--- config.mk ---
export PLATFORM = sky130hd
export DESIGN_NAME = adc_pkt_ctrl
export DESIGN_NICKNAME = d
export VERILOG_FILES = /design/src/core/adc_pkt_ctrl.v /design/src/core/pin_ctrl_mem.v /design/src/core/sample_format.v
export VERILOG_INCLUDE_DIRS = /design/src /design/src/core
export SDC_FILE = /design/constraint.sdc
export NUM_CORES = 1
export LEC_CHECK = 0
export ABC_AREA = 1
export BUFFER_PORTS_ARGS = -buffer_cell sky130_fd_sc_hd__buf_2
export CAP_MARGIN = 30
export CORE_AREA = 2 2 168 170
export CTS_CLUSTER_SIZE = 10
export DETAILED_ROUTE_END_ITERATION = 10
export DIE_AREA = 0 0 170 172
export GPL_TIMING_DRIVEN = 0
export PLACE_DENSITY = 0.76
export SLEW_MARGIN = 20
export SYNTH_ARGS = -nofsm -noshare
export SYNTH_HDL_FRONTEND = slang
export SYNTH_SLANG_ARGS = --single-unit
--- constraint.sdc ---
create_clock -name mclk_in -period 14.6 [get_ports mclk_in]
set_input_delay 0.73 -clock mclk_in [delete_from_list [all_inputs] [get_ports mclk_in]]
set_output_delay 0.73 -clock mclk_in [all_outputs]
set_load 0.005 [all_outputs]
--- src/core/adc_pkt_map.vh ---
// register offsets, field positions, reset values and timing constants for the converter packetiser
`ifndef ADC_PKT_MAP_VH
`define ADC_PKT_MAP_VH

// register byte offsets (pin registers at 0x00..0x1c, four bytes apart)
`define PIN_CTRL_BASE 8'h00
`define GEN_CTRL_OFF 8'h20
`define IRQ_STATUS_OFF 8'h24
`define IRQ_MASK_OFF 8'h28
`define NUM_PINS 8

// general control fields
`define GEN_ENABLE_BIT 0
`define GEN_CALIB_BIT 1
`define GEN_SPP_LSB 8
`define GEN_SPP_MSB 15
`define GEN_WIDTH_LSB 16
`define GEN_WIDTH_MSB 17
`define GEN_DROP_BIT 24

// reset values
`define GEN_SPP_RESET 8'h01
`define GEN_WIDTH_RESET 2'h1

// sample width codes
`define WIDTH_8 2'h0
`define WIDTH_16 2'h1
`define WIDTH_32 2'h3

// per pin register fields
`define PIN_EN_BIT 0
`define PIN_DEST_LSB 8

// calibration pulses swallowed after enable
`define CAL_PULSES 3'h6

// interrupt status bits
`define IRQ_DROP_BIT 0
`define IRQ_PKT_BIT 1

`endif

--- src/core/adc_pkt_ctrl.v ---
// converter control registers and sample packetiser with apb slave
//
// Operation
// - bit 24 of general control flags a dropped sample; a read of general control clears it.
// - results are left aligned in the chosen sample width.
// - width 0 gives 8-bit samples, low four result bits dropped; 2 reserved.
// - width 1 gives 16-bit samples, four zero bits below; reset value.
// - width 3 gives 32-bit samples, twenty zero bits below.
// - multi-byte samples leave most significant byte first.
// - packet closes after samples-per-packet count, field 15:8, reset 1.
// - count 0 keeps packet open until a per-pin or general control register access made while the sender is idle.
// - bit 1 selects internal 0.8V reference for calibration.
// - bit 0 enables converter; reset value 0.
// - while enabled, per-pin registers ignore writes.
// - first six pulses after enable make no packets; later ones deliver.
// - per-pin bit 0 enables that pin, reset 0.
// - per-pin bits 31:8 give destination channel-end, top 24 bits.
`timescale 1ns/100ps
`include "adc_pkt_map.vh"
module adc_pkt_ctrl (
    // clock and reset
    input wire mclk_in,
    input wire rstn_in,
    // apb slave
    input wire psel_in,
    input wire penable_in,
    input wire pwrite_in,
    input wire [7:0] paddr_in,
    input wire [31:0] pwdata_in,
    output reg [31:0] prdata_out,
    output reg pready_out,
    output reg pslverr_out,
    // converter side
    input wire trigger_in,
    input wire result_valid_in,
    input wire [2:0] result_pin_in,
    input wire [11:0] result_in,
    output reg conv_enable_out,
    output reg calib_ref_sel_out,
    output reg [7:0] pin_enable_out,
    // channel-end byte stream
    output reg [7:0] tx_data_out,
    output reg tx_valid_out,
    output reg tx_end_out,
    output reg [23:0] tx_dest_out,
    input wire tx_ready_in,
    // interrupt
    output reg irq_out
);
    // -----------------------------------------------------------------
    // reset synchroniser and trigger input synchroniser
    // -----------------------------------------------------------------
    reg rst_meta_q, rst_sync_q;
    reg trig_meta_q, trig_sync_q, trig_prev_q;
    wire rst_n = rst_sync_q;

    // release reset through two flip-flops
    always @(posedge mclk_in or negedge rstn_in) begin
        if (!rstn_in) begin
            rst_meta_q <= 1'b0;
            rst_sync_q <= 1'b0;
        end else begin
            rst_meta_q <= 1'b1;
            rst_sync_q <= rst_meta_q;
        end
    end

    // trigger pulse comes from outside, two stages then edge detect
    always @(posedge mclk_in or negedge rst_n) begin
        if (!rst_n) begin
            trig_meta_q <= 1'b0;
            trig_sync_q <= 1'b0;
            trig_prev_q <= 1'b0;
        end else begin
            trig_meta_q <= trigger_in;
            trig_sync_q <= trig_meta_q;
            trig_prev_q <= trig_sync_q;
        end
    end
    wire trig_rise = trig_sync_q & ~trig_prev_q;

    // -----------------------------------------------------------------
    // apb decode
    // -----------------------------------------------------------------
    reg enable_q, calib_q, drop_q;
    reg [1:0] width_q;
    reg [7:0] spp_q;
    reg [1:0] irq_stat_q, irq_mask_q;
    reg rd_pend_q;
    reg [2:0] pend_pin_q;
    wire [31:0] mem_rd_data;
    wire [7:0] mem_pin_en;

    wire apb_setup = psel_in & ~penable_in;
    wire apb_access = psel_in & penable_in & pready_out;
    wire is_pin = (paddr_in[7:5] == 3'h0) && (paddr_in[1:0] == 2'h0);
    wire is_gen = (paddr_in == `GEN_CTRL_OFF);
    wire is_stat = (paddr_in == `IRQ_STATUS_OFF);
    wire is_mask = (paddr_in == `IRQ_MASK_OFF);
    wire mapped = is_pin | is_gen | is_stat | is_mask;
    wire wr_acc = apb_access & pwrite_in;
    wire rd_acc = apb_access & ~pwrite_in;
    wire ctrl_acc = apb_access & (is_pin | is_gen); // ends open packet

    // pin writes ignored while enabled
    wire pin_wr = wr_acc & is_pin & ~enable_q;

    pin_ctrl_mem u_mem (
        .clk_in(mclk_in),
        .rst_n_in(rst_n),
        .wr_en_in(pin_wr),
        .wr_addr_in(paddr_in[4:2]),
        .wr_data_in(pwdata_in),
        .rd_addr_in(rd_pend_q ? paddr_in[4:2] : pend_pin_q),
        .rd_data_out(mem_rd_data),
        .pin_en_out(mem_pin_en)
    );

    // -----------------------------------------------------------------
    // apb answer: setup, two wait cycles (memory read, then answer register), then ready
    // -----------------------------------------------------------------
    always @(posedge mclk_in or negedge rst_n) begin
        if (!rst_n) begin
            rd_pend_q <= 1'b0;
            pready_out <= 1'b0;
            pslverr_out <= 1'b0;
            prdata_out <= 32'h0000_0000;
        end else begin
            pready_out <= 1'b0;
            pslverr_out <= 1'b0;
            if (apb_setup) begin
                rd_pend_q <= 1'b1;
            end else if (rd_pend_q) begin
                rd_pend_q <= 1'b0;
            end
            if (psel_in && penable_in && !pready_out && !rd_pend_q) begin
                pready_out <= 1'b1;
                pslverr_out <= ~mapped;
                if (!pwrite_in) begin
                    if (is_pin) begin
                        prdata_out <= mem_rd_data;
                    end else if (is_gen) begin
                        prdata_out <= {7'h00, drop_q, 6'h00, width_q, spp_q, 6'h00, calib_q, enable_q};
                    end else if (is_stat) begin
                        prdata_out <= {30'h0, irq_stat_q};
                    end else if (is_mask) begin
                        prdata_out <= {30'h0, irq_mask_q};
                    end else begin
                        prdata_out <= 32'h0000_0000;
                    end
                end
            end
        end
    end

    // -----------------------------------------------------------------
    // general control register
    // -----------------------------------------------------------------
    wire drop_evt;
    always @(posedge mclk_in or negedge rst_n) begin
        if (!rst_n) begin
            enable_q <= 1'b0;
            calib_q <= 1'b0;
            width_q <= `GEN_WIDTH_RESET;
            spp_q <= `GEN_SPP_RESET;
            drop_q <= 1'b0;
        end else begin
            if (wr_acc && is_gen) begin
                enable_q <= pwdata_in[`GEN_ENABLE_BIT];
                calib_q <= pwdata_in[`GEN_CALIB_BIT];
                width_q <= pwdata_in[`GEN_WIDTH_MSB:`GEN_WIDTH_LSB];
                spp_q <= pwdata_in[`GEN_SPP_MSB:`GEN_SPP_LSB];
            end
            // set wins over read clear
            if (drop_evt) begin
                drop_q <= 1'b1;
            end else if (rd_acc && is_gen) begin
                drop_q <= 1'b0;
            end
        end
    end

    // -----------------------------------------------------------------
    // calibration pulse counter
    // -----------------------------------------------------------------
    reg [2:0] cal_cnt_q;
    always @(posedge mclk_in or negedge rst_n) begin
        if (!rst_n) begin
            cal_cnt_q <= 3'h0;
        end else if (!enable_q) begin
            cal_cnt_q <= 3'h0;
        end else if (trig_rise && cal_cnt_q != `CAL_PULSES + 3'h1) begin
            cal_cnt_q <= cal_cnt_q + 3'h1;
        end
    end
    // results follow their pulse, so the sixth pulse's result is still calibration
    wire cal_done = (cal_cnt_q == `CAL_PULSES + 3'h1);

    // -----------------------------------------------------------------
    // sample capture and packet sender
    // -----------------------------------------------------------------
    localparam ST_IDLE = 2'h0;
    localparam ST_SEND = 2'h1;
    localparam ST_DEST = 2'h2;

    wire [31:0] fmt_word;
    wire [2:0] fmt_bytes;
    reg [1:0] state_q;
    reg [31:0] shift_q;
    reg [2:0] left_q;
    reg [7:0] cnt_q;
    reg pend_q, open_q;
    reg [11:0] pend_res_q;

    sample_format u_fmt (
        .result_in(pend_res_q),
        .width_in(width_q),
        .word_out(fmt_word),
        .nbytes_out(fmt_bytes)
    );

    // sample accepted only after calibration and for enabled pins
    wire take = result_valid_in & enable_q & cal_done & mem_pin_en[result_pin_in];
    // only the destination fetch hands the pending sample over
    assign drop_evt = take & pend_q & ~(state_q == ST_DEST);
    wire last_byte = (state_q == ST_SEND) && (left_q == 3'h1) && tx_ready_in;
    wire pkt_close = last_byte && spp_q != 8'h00 && (cnt_q + 8'h01 >= spp_q);

    always @(posedge mclk_in or negedge rst_n) begin
        if (!rst_n) begin
            state_q <= ST_IDLE;
            shift_q <= 32'h0000_0000;
            left_q <= 3'h0;
            cnt_q <= 8'h00;
            pend_q <= 1'b0;
            open_q <= 1'b0;
            pend_res_q <= 12'h000;
            pend_pin_q <= 3'h0;
            tx_data_out <= 8'h00;
            tx_valid_out <= 1'b0;
            tx_end_out <= 1'b0;
            tx_dest_out <= 24'h000000;
        end else begin
            tx_end_out <= 1'b0;
            if (take && !drop_evt) begin
                pend_q <= 1'b1;
                pend_res_q <= result_in;
                pend_pin_q <= result_pin_in;
            end
            case (state_q)
                ST_IDLE: begin
                    tx_valid_out <= 1'b0;
                    if (open_q && ctrl_acc) begin
                        open_q <= 1'b0;
                        cnt_q <= 8'h00;
                        tx_end_out <= 1'b1;
                    end else if (pend_q && !rd_pend_q) begin
                        // wait while an apb transfer, read or write, owns the memory read port
                        state_q <= ST_DEST;
                    end
                end
                ST_DEST: begin
                    // memory read data now reflect the selected pin
                    tx_dest_out <= mem_rd_data[31:`PIN_DEST_LSB];
                    shift_q <= fmt_word;
                    left_q <= fmt_bytes;
                    pend_q <= take;
                    tx_data_out <= fmt_word[31:24];
                    tx_valid_out <= 1'b1;
                    open_q <= 1'b1;
                    state_q <= ST_SEND;
                end
                default: begin
                    if (tx_ready_in) begin
                        // most significant byte first
                        shift_q <= {shift_q[23:0], 8'h00};
                        tx_data_out <= shift_q[23:16];
                        left_q <= left_q - 3'h1;
                        if (left_q == 3'h1) begin
                            tx_valid_out <= 1'b0;
                            state_q <= ST_IDLE;
                            cnt_q <= pkt_close ? 8'h00 : cnt_q + 8'h01;
                            if (pkt_close) begin
                                open_q <= 1'b0;
                                tx_end_out <= 1'b1;
                            end
                        end
                    end
                end
            endcase
        end
    end

    // -----------------------------------------------------------------
    // interrupt status, mask and outputs
    // -----------------------------------------------------------------
    always @(posedge mclk_in or negedge rst_n) begin
        if (!rst_n) begin
            irq_stat_q <= 2'h0;
            irq_mask_q <= 2'h0;
            irq_out <= 1'b0;
            conv_enable_out <= 1'b0;
            calib_ref_sel_out <= 1'b0;
            pin_enable_out <= 8'h00;
        end else begin
            // set wins over write-one clear
            irq_stat_q[`IRQ_DROP_BIT] <= drop_evt |
                (irq_stat_q[`IRQ_DROP_BIT] & ~(wr_acc & is_stat & pwdata_in[`IRQ_DROP_BIT]));
            irq_stat_q[`IRQ_PKT_BIT] <= tx_end_out |
                (irq_stat_q[`IRQ_PKT_BIT] & ~(wr_acc & is_stat & pwdata_in[`IRQ_PKT_BIT]));
            if (wr_acc && is_mask) begin
                irq_mask_q <= pwdata_in[1:0];
            end
            irq_out <= |(irq_stat_q & irq_mask_q);
            conv_enable_out <= enable_q;
            calib_ref_sel_out <= calib_q;
            pin_enable_out <= mem_pin_en;
        end
    end
endmodule // adc_pkt_ctrl

--- src/core/pin_ctrl_mem.v ---
// eight-word memory holding the per-pin control registers, registered read data
`timescale 1ns/100ps
module pin_ctrl_mem (
    // clock and reset
    input wire clk_in,
    input wire rst_n_in,
    // write port
    input wire wr_en_in,
    input wire [2:0] wr_addr_in,
    input wire [31:0] wr_data_in,
    // read port
    input wire [2:0] rd_addr_in,
    output reg [31:0] rd_data_out,
    // all pin enable bits at once
    output wire [7:0] pin_en_out
);
    reg [31:0] mem_q [0:7];
    genvar g;

    // each word resets to zero, reserved bits 7:1 never stored
    generate
        for (g = 0; g < 8; g = g + 1) begin : g_word
            always @(posedge clk_in or negedge rst_n_in) begin
                if (!rst_n_in) begin
                    mem_q[g] <= 32'h0000_0000;
                end else if (wr_en_in && wr_addr_in == g) begin
                    mem_q[g] <= {wr_data_in[31:8], 7'h00, wr_data_in[0]};
                end
            end
            assign pin_en_out[g] = mem_q[g][0];
        end
    endgenerate

    // registered read
    always @(posedge clk_in or negedge rst_n_in) begin
        if (!rst_n_in) begin
            rd_data_out <= 32'h0000_0000;
        end else begin
            rd_data_out <= mem_q[rd_addr_in];
        end
    end
endmodule // pin_ctrl_mem

--- src/core/sample_format.v ---
// left-aligns a 12-bit conversion result into the selected sample width
`timescale 1ns/100ps
`include "adc_pkt_map.vh"
module sample_format (
    // inputs
    input wire [11:0] result_in,
    input wire [1:0] width_in,
    // formatted word, valid bytes at the top, and byte count
    output reg [31:0] word_out,
    output reg [2:0] nbytes_out
);
    // msb of the result always lands in bit 31
    always @* begin
        word_out = 32'h0000_0000;
        nbytes_out = 3'h4;
        case (width_in)
            `WIDTH_8: begin
                word_out = {result_in[11:4], 24'h000000};
                nbytes_out = 3'h1;
            end
            `WIDTH_16: begin
                word_out = {result_in, 4'h0, 16'h0000};
                nbytes_out = 3'h2;
            end
            default: begin
                word_out = {result_in, 20'h00000};
                nbytes_out = 3'h4;
            end
        endcase
    end
endmodule // sample_format

==> results.toml, run 1 <==
[critical_path]
r2r_slack_ns = 12.25
cpMostUsedCell = "nand2_1"
timing.critical_path.slowest_cell_delay_ns = 0.69
regToRegEndpoint = "u_mem.rd_data_out[26]$_DFF_PN0_"
worstReg2RegStart = "rd_pend_q$_DFF_PN0_"
worstPathArrival_ns = 2.69
cp_max_fo = 10
critPathKind = "flop to flop"
worst-path-buf-inv = 2
reg2regPathDepth = 8
critPathLaunch = "rd_pend_q$_DFF_PN0_"
end_kind = "flop"
crit_path_cell_trace = "buf_4 > o21ai_2 > clkbuf_1 > nor2_1 > o21ai_0 > nand2_1 > nand2_1 > o21ai_1"
critPathLaunchType = "flop"
cpLargestDelayFamily = "buffers and inverters"
worst_ep_required_time_ns = 14.93
cpMaxStageDelayCell = "clkbuf_1"

[synthesis]
synth_compound_area_share_pct = 15.9
yosysUniqueCellTypes = 40
synthXorXnorAreaFrac_pct = 0.269
synthAdderAreaFrac_pct = 1.00
synth.most_common_cell = "nand2_1"
synthMuxAreaShare_pct = 0
synth_top_family_by_area = "simple AND/OR/NAND/NOR gates"
avgSynthCellArea_um2 = 8.84
synthFlopType = "dfrtp_1"
synthCells = 1840
synth_area_um2 = 16300
synthTopCellsByCount = "nand2_1, dfrtp_1, inv_1"
async_flop_share_pct = 100
synth-edff-count = 0
ys_seq_elements = 358
yosysTopAreaCellShare_pct = 54.8
synth.area.top_cells = "dfrtp_1, nand2_1, o21ai_1"
synth-simple-area-share_pct = 18.9
ys_warn_count = 0
synth_seq_area_share_pct = 55.1
synth_area_leader_cell = "dfrtp_1"

[die]
io_pins = 142
die_area_um2 = 29200
die_w_um = 170
coreArea_um2 = 27500
rows = 61
initial_core_util_pct = 59.2
die_height_um = 172

[sta]
fmax_ghz = 0.425
slew_violations = 0
period_share_pct = 16.1
fin_skew_ns = 0.0180
hold_viol_final = 0
setup_viol = 0
fin_setup_tns_ns = 0
rsz0062_at_grt = "false"
timing.slew.headroom_pct = 40.8
worst_pin_slew_ns = 0.888
finalCriticalPeriod_ns = 2.35

[pwr]
switching_power_uw = 624
switching_share_pct = 26.8
p_comb_share_pct = 12.5
power.leakage_nw = 9.68
power.density_nw_per_um2 = 124
vdd_drop_max_uv = 109
p_clk_share_pct = 40.8
p_int_mw = 1.70
pwr-share-seq_pct = 46.7
report.power.total_mw = 2.33

[global_route]
grt_max_degree = 59
grt_pass1_vias = 13500
grt_overflow_total = 0
grt_pass1_wl_um = 74000
grt_use_total_pct = 33.3
antenna_found_initial = 2

[final_layout]
area_delta_synth_final_pct = 15.3
nNetsFinal = 2101
final_cells = 2394
layout-drive-gt1-share_pct = 17.8
fin_area_um2 = 18700
finish.utilization_pct = 68.2

[clock_network]
numCtsBuffers = 42
path_clk_slew_ns = 0.06
insertion_delay_ns = 0.54
clockRootBuffer = "clkbuf_16"
cts_tree = "built"
htreeDepth = 2
clockBufferDepth = 3
clock-sinks = 358

[routing]
vias = 13800
dr_wl_met3_um = 4260
wl_per_cell_um = 19.8
route.detailed.drc = 0
wl_um = 47300
top_layer_used = "met4"
drt_iter0_drc = 1615
dr.pass1.iters = 6
wl_met2_um = 21800
met1_length_um = 19100
ant_nets = 0
via_per_inst = 5.78

[min_path]
hold_depth = 1
min-delay-start = "trigger_in"
hold_path.class = "primary input to flop"
whs_endpoint = "trig_meta_q$_DFF_PN0_"

[placed_design]
placed_cells = 2326
port_buffers = 129
place.detailed.hpwl_um = 33800
place_congestion = 0.914
dpl-instance-area_um2 = 17500

[status]
outcome = "completed"

[flow_run]
maxCapViolCount = 0
[power groups by stage]
stage | clock network [mW] | logic (mW) | registers, mW
after floorplan | 0 | 0.154 | 1.11
after global placement | 0 | 0.254 | 1.12
after detailed placement | 0 | 0.284 | 1.10
after CTS | 0.958 | 0.287 | 1.09
after global routing | 0.995 | 0.323 | 1.09
final | 0.950 | 0.290 | 1.09
[worst reg2reg max path: stages, from the launching register on]
cell and delay, ns:
dfrtp_1 0.37, buf_4 0.18, o21ai_2 0.32, clkbuf_1 0.69
nor2_1 0.13, o21ai_0 0.14, nand2_1 0.10, nand2_1 0.07
o21ai_1 0.17
[layout by cell type, fill, tap and decap left out, types with 2 or more instances in the layout]
| cell type | instances |
|---|---|
| nand2_1 | 538 |
| dfrtp_1 | 355 |
| inv_1 | 176 |
| buf_2 | 152 |
| o21ai_1 | 147 |
| nor2_1 | 121 |
| o21ai_0 | 111 |
| o21ai_2 | 77 |
| clkbuf_1 | 53 |
| o211ai_1 | 53 |
| clkbuf_16 | 45 |
| buf_6 | 32 |
| nand4_1 | 27 |
| nand3_1 | 23 |
| a21oi_1 | 18 |
| nor3_1 | 14 |
| ha_1 | 13 |
| buf_4 | 12 |
| nand2_2 | 9 |
| o22ai_1 | 9 |
| inv_2 | 8 |
| conb_1 | 7 |
| xor2_1 | 5 |
| a22o_1 | 5 |
| buf_16 | 5 |
| nand2_4 | 4 |
| buf_1 | 3 |
| nor2_2 | 2 |
| nor2_4 | 2 |
| nand3_4 | 2 |
| nand3_2 | 2 |
| clkbuf_8 | 2 |
| dfstp_2 | 2 |
[per-layer routing]
| layer | vias to the layer above | global-route usage, % |
|---|---|---|
| met4 | 0 | 15.7 |
| met5 | - | 0 |
| met1 | 6669 | 44.6 |
| met2 | 720 | 53.6 |
| met3 | 137 | 5.42 |
| li1 | 6305 | - |
[what timing repair did]
action                    4_1_cts  5_1_grt
resized for setup               0        0
hold buffers                    1        0
buffers inserted                0        0
hold endpoints to repair        2        0
[cell type report]
| type | instances | area [µm²] |
|---|---|---|
| Timing Repair Buffer | 136 | 813 |
| Fill cell | 2214 | 8740 |
| Multi-Input combinational cell | 1197 | 5890 |
| Sequential cell | 358 | 8960 |
| Clock inverter | 1 | 8.76 |
| Clock buffer | 65 | 1200 |
| Tap cell | 346 | 433 |
| Buffer | 105 | 728 |
| Antenna cell | 1 | 2.50 |
| Inverter | 185 | 696 |
[flip-flops by register name, summed over array words and instances, names as in the netlist, 2 cells and up]
register / count
left_q: 3
u_mem.rd_data_out: 25
spp_q: 8
shift_q: 4
cnt_q: 8
u_mem.pin_en_out: 8
tx_data_out: 8
pin_enable_out: 8
irq_stat_q: 2
u_mem.mem_q: 192
pend_res_q: 12
irq_mask_q: 2
state_q: 2
tx_dest_out: 24
cal_cnt_q: 3
width_q: 2
pend_pin_q: 3
prdata_out: 26
[cells by family after synthesis]
kind of cell / after synthesis
xor gates and xnor gates: 5
and+or+nand+nor: 749
AOI/OAI and AO/OA: 423
DFF: 358
buffers and inverters: 290
other: 2
adders and majority gates: 13
[worst max-delay path by stage]
stage                                       to  slack (ns)  cells after the start
2_1_floorplan         cal_cnt_q[0]$_DFFE_PN0P_        3.89                      0
3_3_place_gp              cnt_q[2]$_DFFE_PN0P_        0.12                      0
3_5_place_dp   u_mem.rd_data_out[27]$_DFF_PN0_       12.11                     10
4_1_cts        u_mem.rd_data_out[26]$_DFF_PN0_       12.35                      8
5_1_grt                     open_q$_DFFE_PN0P_       12.15                     13
6_report       u_mem.rd_data_out[26]$_DFF_PN0_       12.25                      8
[stage by stage]
stage / hold slack [ns] / worst slack (ns)
floorplan: 0.331 / 3.89
global placement: 0.336 / 0.125
detailed placement: 0.341 / 12.11
CTS: 0.299 / 12.35
global route: 0.300 / 12.15
finish: 0.311 / 12.25
Note: power is estimated with default switching activity, not from simulation.
==> inputs of run 2 (changes only) <==
Settings changed: ABC_AREA 1 to 0, CORE_AREA 2 2 168 170 to 2 2 178 180, DIE_AREA 0 0 170 172 to 0 0 180 182, PLACE_DENSITY 0.76 to 0.72.
Clock period 14.6 ns to 1.9 ns, I/O delays scaled along.
==> results.toml, run 2 <==
[final_layout]
final_cell_mix = "dfrtp_1, buf_2, mux2_4, mux2_2, nand2_1"
layout-drive-gt1-share_pct = 41.9
largest_registers = "u_mem.mem_q: 192 flops, prdata_out: 26 flops, u_mem.rd_data_out: 25 flops"
area_delta_synth_final_pct = 32.1
regMostFlops = "u_mem.mem_q"
finish.utilization_pct = 69.8
nNetsFinal = 1710
n_fill_cell = 1997
diodes = 0
final_common_cell = "dfrtp_1"
largest_reg_flops = 192

[die]
io_pins = 142
rows = 65
die_w_um = 180
initial_core_util_pct = 52.8
die_area_um2 = 32800
coreArea_um2 = 31000
die_height_um = 182

[routing]
dr.pass1.iters = 7
wl_um = 50300
drt_iter0_drc = 1170
ant_nets = 0
route.detailed.drc = 0
wl_met2_um = 23900
met1_length_um = 20500
via_per_inst = 6.13
vias = 12600
dr_wl_met3_um = 3620
top_layer_used = "met4"
wl_per_cell_um = 24.6

[critical_path]
reg2regPathDepth = 10
critPathLaunch = "cnt_q[0]$_DFFE_PN0P_"
regToRegEndpoint = "cnt_q[2]$_DFFE_PN0P_"
worstReg2RegStart = "cnt_q[0]$_DFFE_PN0P_"
end_kind = "flop"
worst_ep_required_time_ns = 2.37
worstPathArrival_ns = 2.98
cp_max_fo = 7
worstSetupEndpoint = "cnt_q[2]$_DFFE_PN0P_"
critPathLaunchType = "flop"
r2r_slack_ns = -0.61
critPathKind = "flop to flop"

[placed_design]
pre_cts_ws_ns = -0.914
port_buffers = 127
place_congestion = 0.923
place.detailed.hpwl_um = 30700

[sta]
worst_pin_slew_ns = 0.726
period_share_pct = 132
fmax_ghz = 0.398
setup_ws_ns = -0.611
setup_viol = 248
rsz0062_at_grt = "true"
fin_skew_ns = 0.0180
slew_violations = 0
timing.slew.headroom_pct = 51.6
hold_viol_final = 0
finalCriticalPeriod_ns = 2.51

[status]
outcome = "finished with violations"
violations = "setup timing"

[synthesis]
yosysUniqueCellTypes = 62
async_flop_share_pct = 100
synth-edff-count = 0
yosysTopAreaCellShare_pct = 54.4
synthFlopType = "dfrtp_1"
synth_seq_area_share_pct = 54.8
synth.most_common_cell = "dfrtp_1"
synth.area.top_cells = "dfrtp_1, mux2_2, mux4_2"
synth_area_um2 = 16400
synthCells = 1309
ys_seq_elements = 358
synthTopCellsByCount = "dfrtp_1, mux2_2, nand2_1"
ys_warn_count = 0
avgSynthCellArea_um2 = 12.5
synth_area_leader_cell = "dfrtp_1"

[global_route]
grt_max_degree = 59
grt_overflow_total = 0
grt_use_total_pct = 30.0
antenna_found_initial = 0
grt_pass1_vias = 13100
grt_pass1_wl_um = 76100

[clock_network]
cts_tree = "built"
clockBufferDepth = 3
clock-sinks = 358
htreeDepth = 2
insertion_delay_ns = 0.54
path_clk_slew_ns = 0.06
clockRootBuffer = "clkbuf_16"
numCtsBuffers = 42

[pwr]
p_clk_share_pct = 39.4
power.leakage_nw = 10.7
pwr-share-seq_pct = 46.3
vdd_drop_max_uv = 520
p_int_mw = 13.0
switching_power_mw = 4.77
switching_share_pct = 26.8
power.density_nw_per_um2 = 823
p_comb_share_pct = 14.2

[min_path]
hold_path.class = "primary input to flop"

[flow_run]
maxCapViolCount = 0
## run 2: cell count changes after synthesis, moves of 77 or more
cell | previous run | this run
o21ai_1 | 147 | 0
o21ai_2 | 77 | 0
nand2_1 | 538 | 94
inv_1 | 176 | 41
nor2_1 | 121 | 44
mux2_2 | 0 | 187
## run 2: how the worst min path moves through the flow
stage                       start                      endpoint  cells after the start
global placement          rstn_in          rst_meta_q$_DFF_PN0_                      1
detailed placement        rstn_in          rst_meta_q$_DFF_PN0_                      1
floorplan                 rstn_in          rst_meta_q$_DFF_PN0_                      0
finish              pwdata_in[15]  u_mem.mem_q[175]$_DFFE_PN0P_                      2
global route        pwdata_in[14]  u_mem.mem_q[174]$_DFFE_PN0P_                      2
CTS                 pwdata_in[14]          spp_q[6]$_DFFE_PN0P_                      2
## run 2: per-layer routing
metal,GRT usage (%),vias to the layer above
met5,0,-
met4,12.3,0
met3,5.54,155
met2,49.2,593
met1,39.6,6451
li1,-,5366
## run 2: cell families (layout without fill, tap and decap cells)
group | after synthesis | count (layout) | synth area share (%)
muxes | 265 | 265 | 21.0
other | 2 | 7 | 0.0459
xor gates and xnor gates | 9 | 9 | 0.482
buffers and inverters | 138 | 470 | 3.95
and+or+nand+nor | 217 | 218 | 6.41
adders and majority gates | 13 | 13 | 0.994
AOI/OAI and AO/OA | 307 | 307 | 12.4
DFF | 358 | 358 | 54.8
## run 2: final cells by class
| cell class | count | area [µm²] | share of cell area, % |
|---|---|---|---|
| flip-flops and latches | 358 | 8980 | 41.5 |
| multi-input cells | 819 | 7490 | 34.6 |
| plain buffers | 89 | 793 | 3.67 |
| well taps | 402 | 503 | 2.33 |
| clock inverters | 4 | 42.5 | 0.197 |
| repair buffers | 283 | 2560 | 11.8 |
| clock buffers | 53 | 1100 | 5.10 |
| inverters | 41 | 156 | 0.723 |
## run 2: critical path: stages, from the launching register on
cell       delay, ns
dfrtp_2         0.46
nand3_4         0.12
nor2_4          0.05
buf_4           0.14
xor2_2          0.14
ha_1            0.31
a21o_1          0.19
a311oi_2        0.33
o31ai_4         0.19
a2111oi_2       0.35
a221o_1         0.17
## run 2: what timing repair did
| action | 4_1_cts | 5_1_grt |
|---|---|---|
| setup endpoints to repair | 264 | 293 |
| pin swaps | 40 | 19 |
| hold buffers | 46 | 0 |
| endpoints found under the hold margin | 191 | 0 |
| cloned | 12 | 7 |
| buffers inserted | 65 | 28 |
| resized for setup | 141 | 89 |
## run 2: metrics by stage
step	total power, mW	instance area [µm²]	std cells	setup TNS, ns	hold WS [ns]
6_report	17.8	21600	2049	-30.28	0.0142
5_1_grt	18.5	21600	2049	-41.35	0.00645
4_1_cts	17.7	21100	2026	-14.34	0.000682
3_5_place_dp	10.4	18200	1850	-135.04	-0.118
3_3_place_gp	10.3	18100	1843	-1138.73	-0.120
2_1_floorplan	9.56	16900	1314	-616.29	-0.201
## run 2: power by group through the flow
stage	Combinational [mW]	Clock, mW	Sequential [mW]
2_1_floorplan	1.16	0	8.40
3_3_place_gp	1.84	0	8.45
3_5_place_dp	2.08	0	8.33
4_1_cts	2.45	7.08	8.21
5_1_grt	2.77	7.47	8.28
6_report	2.53	7.02	8.24
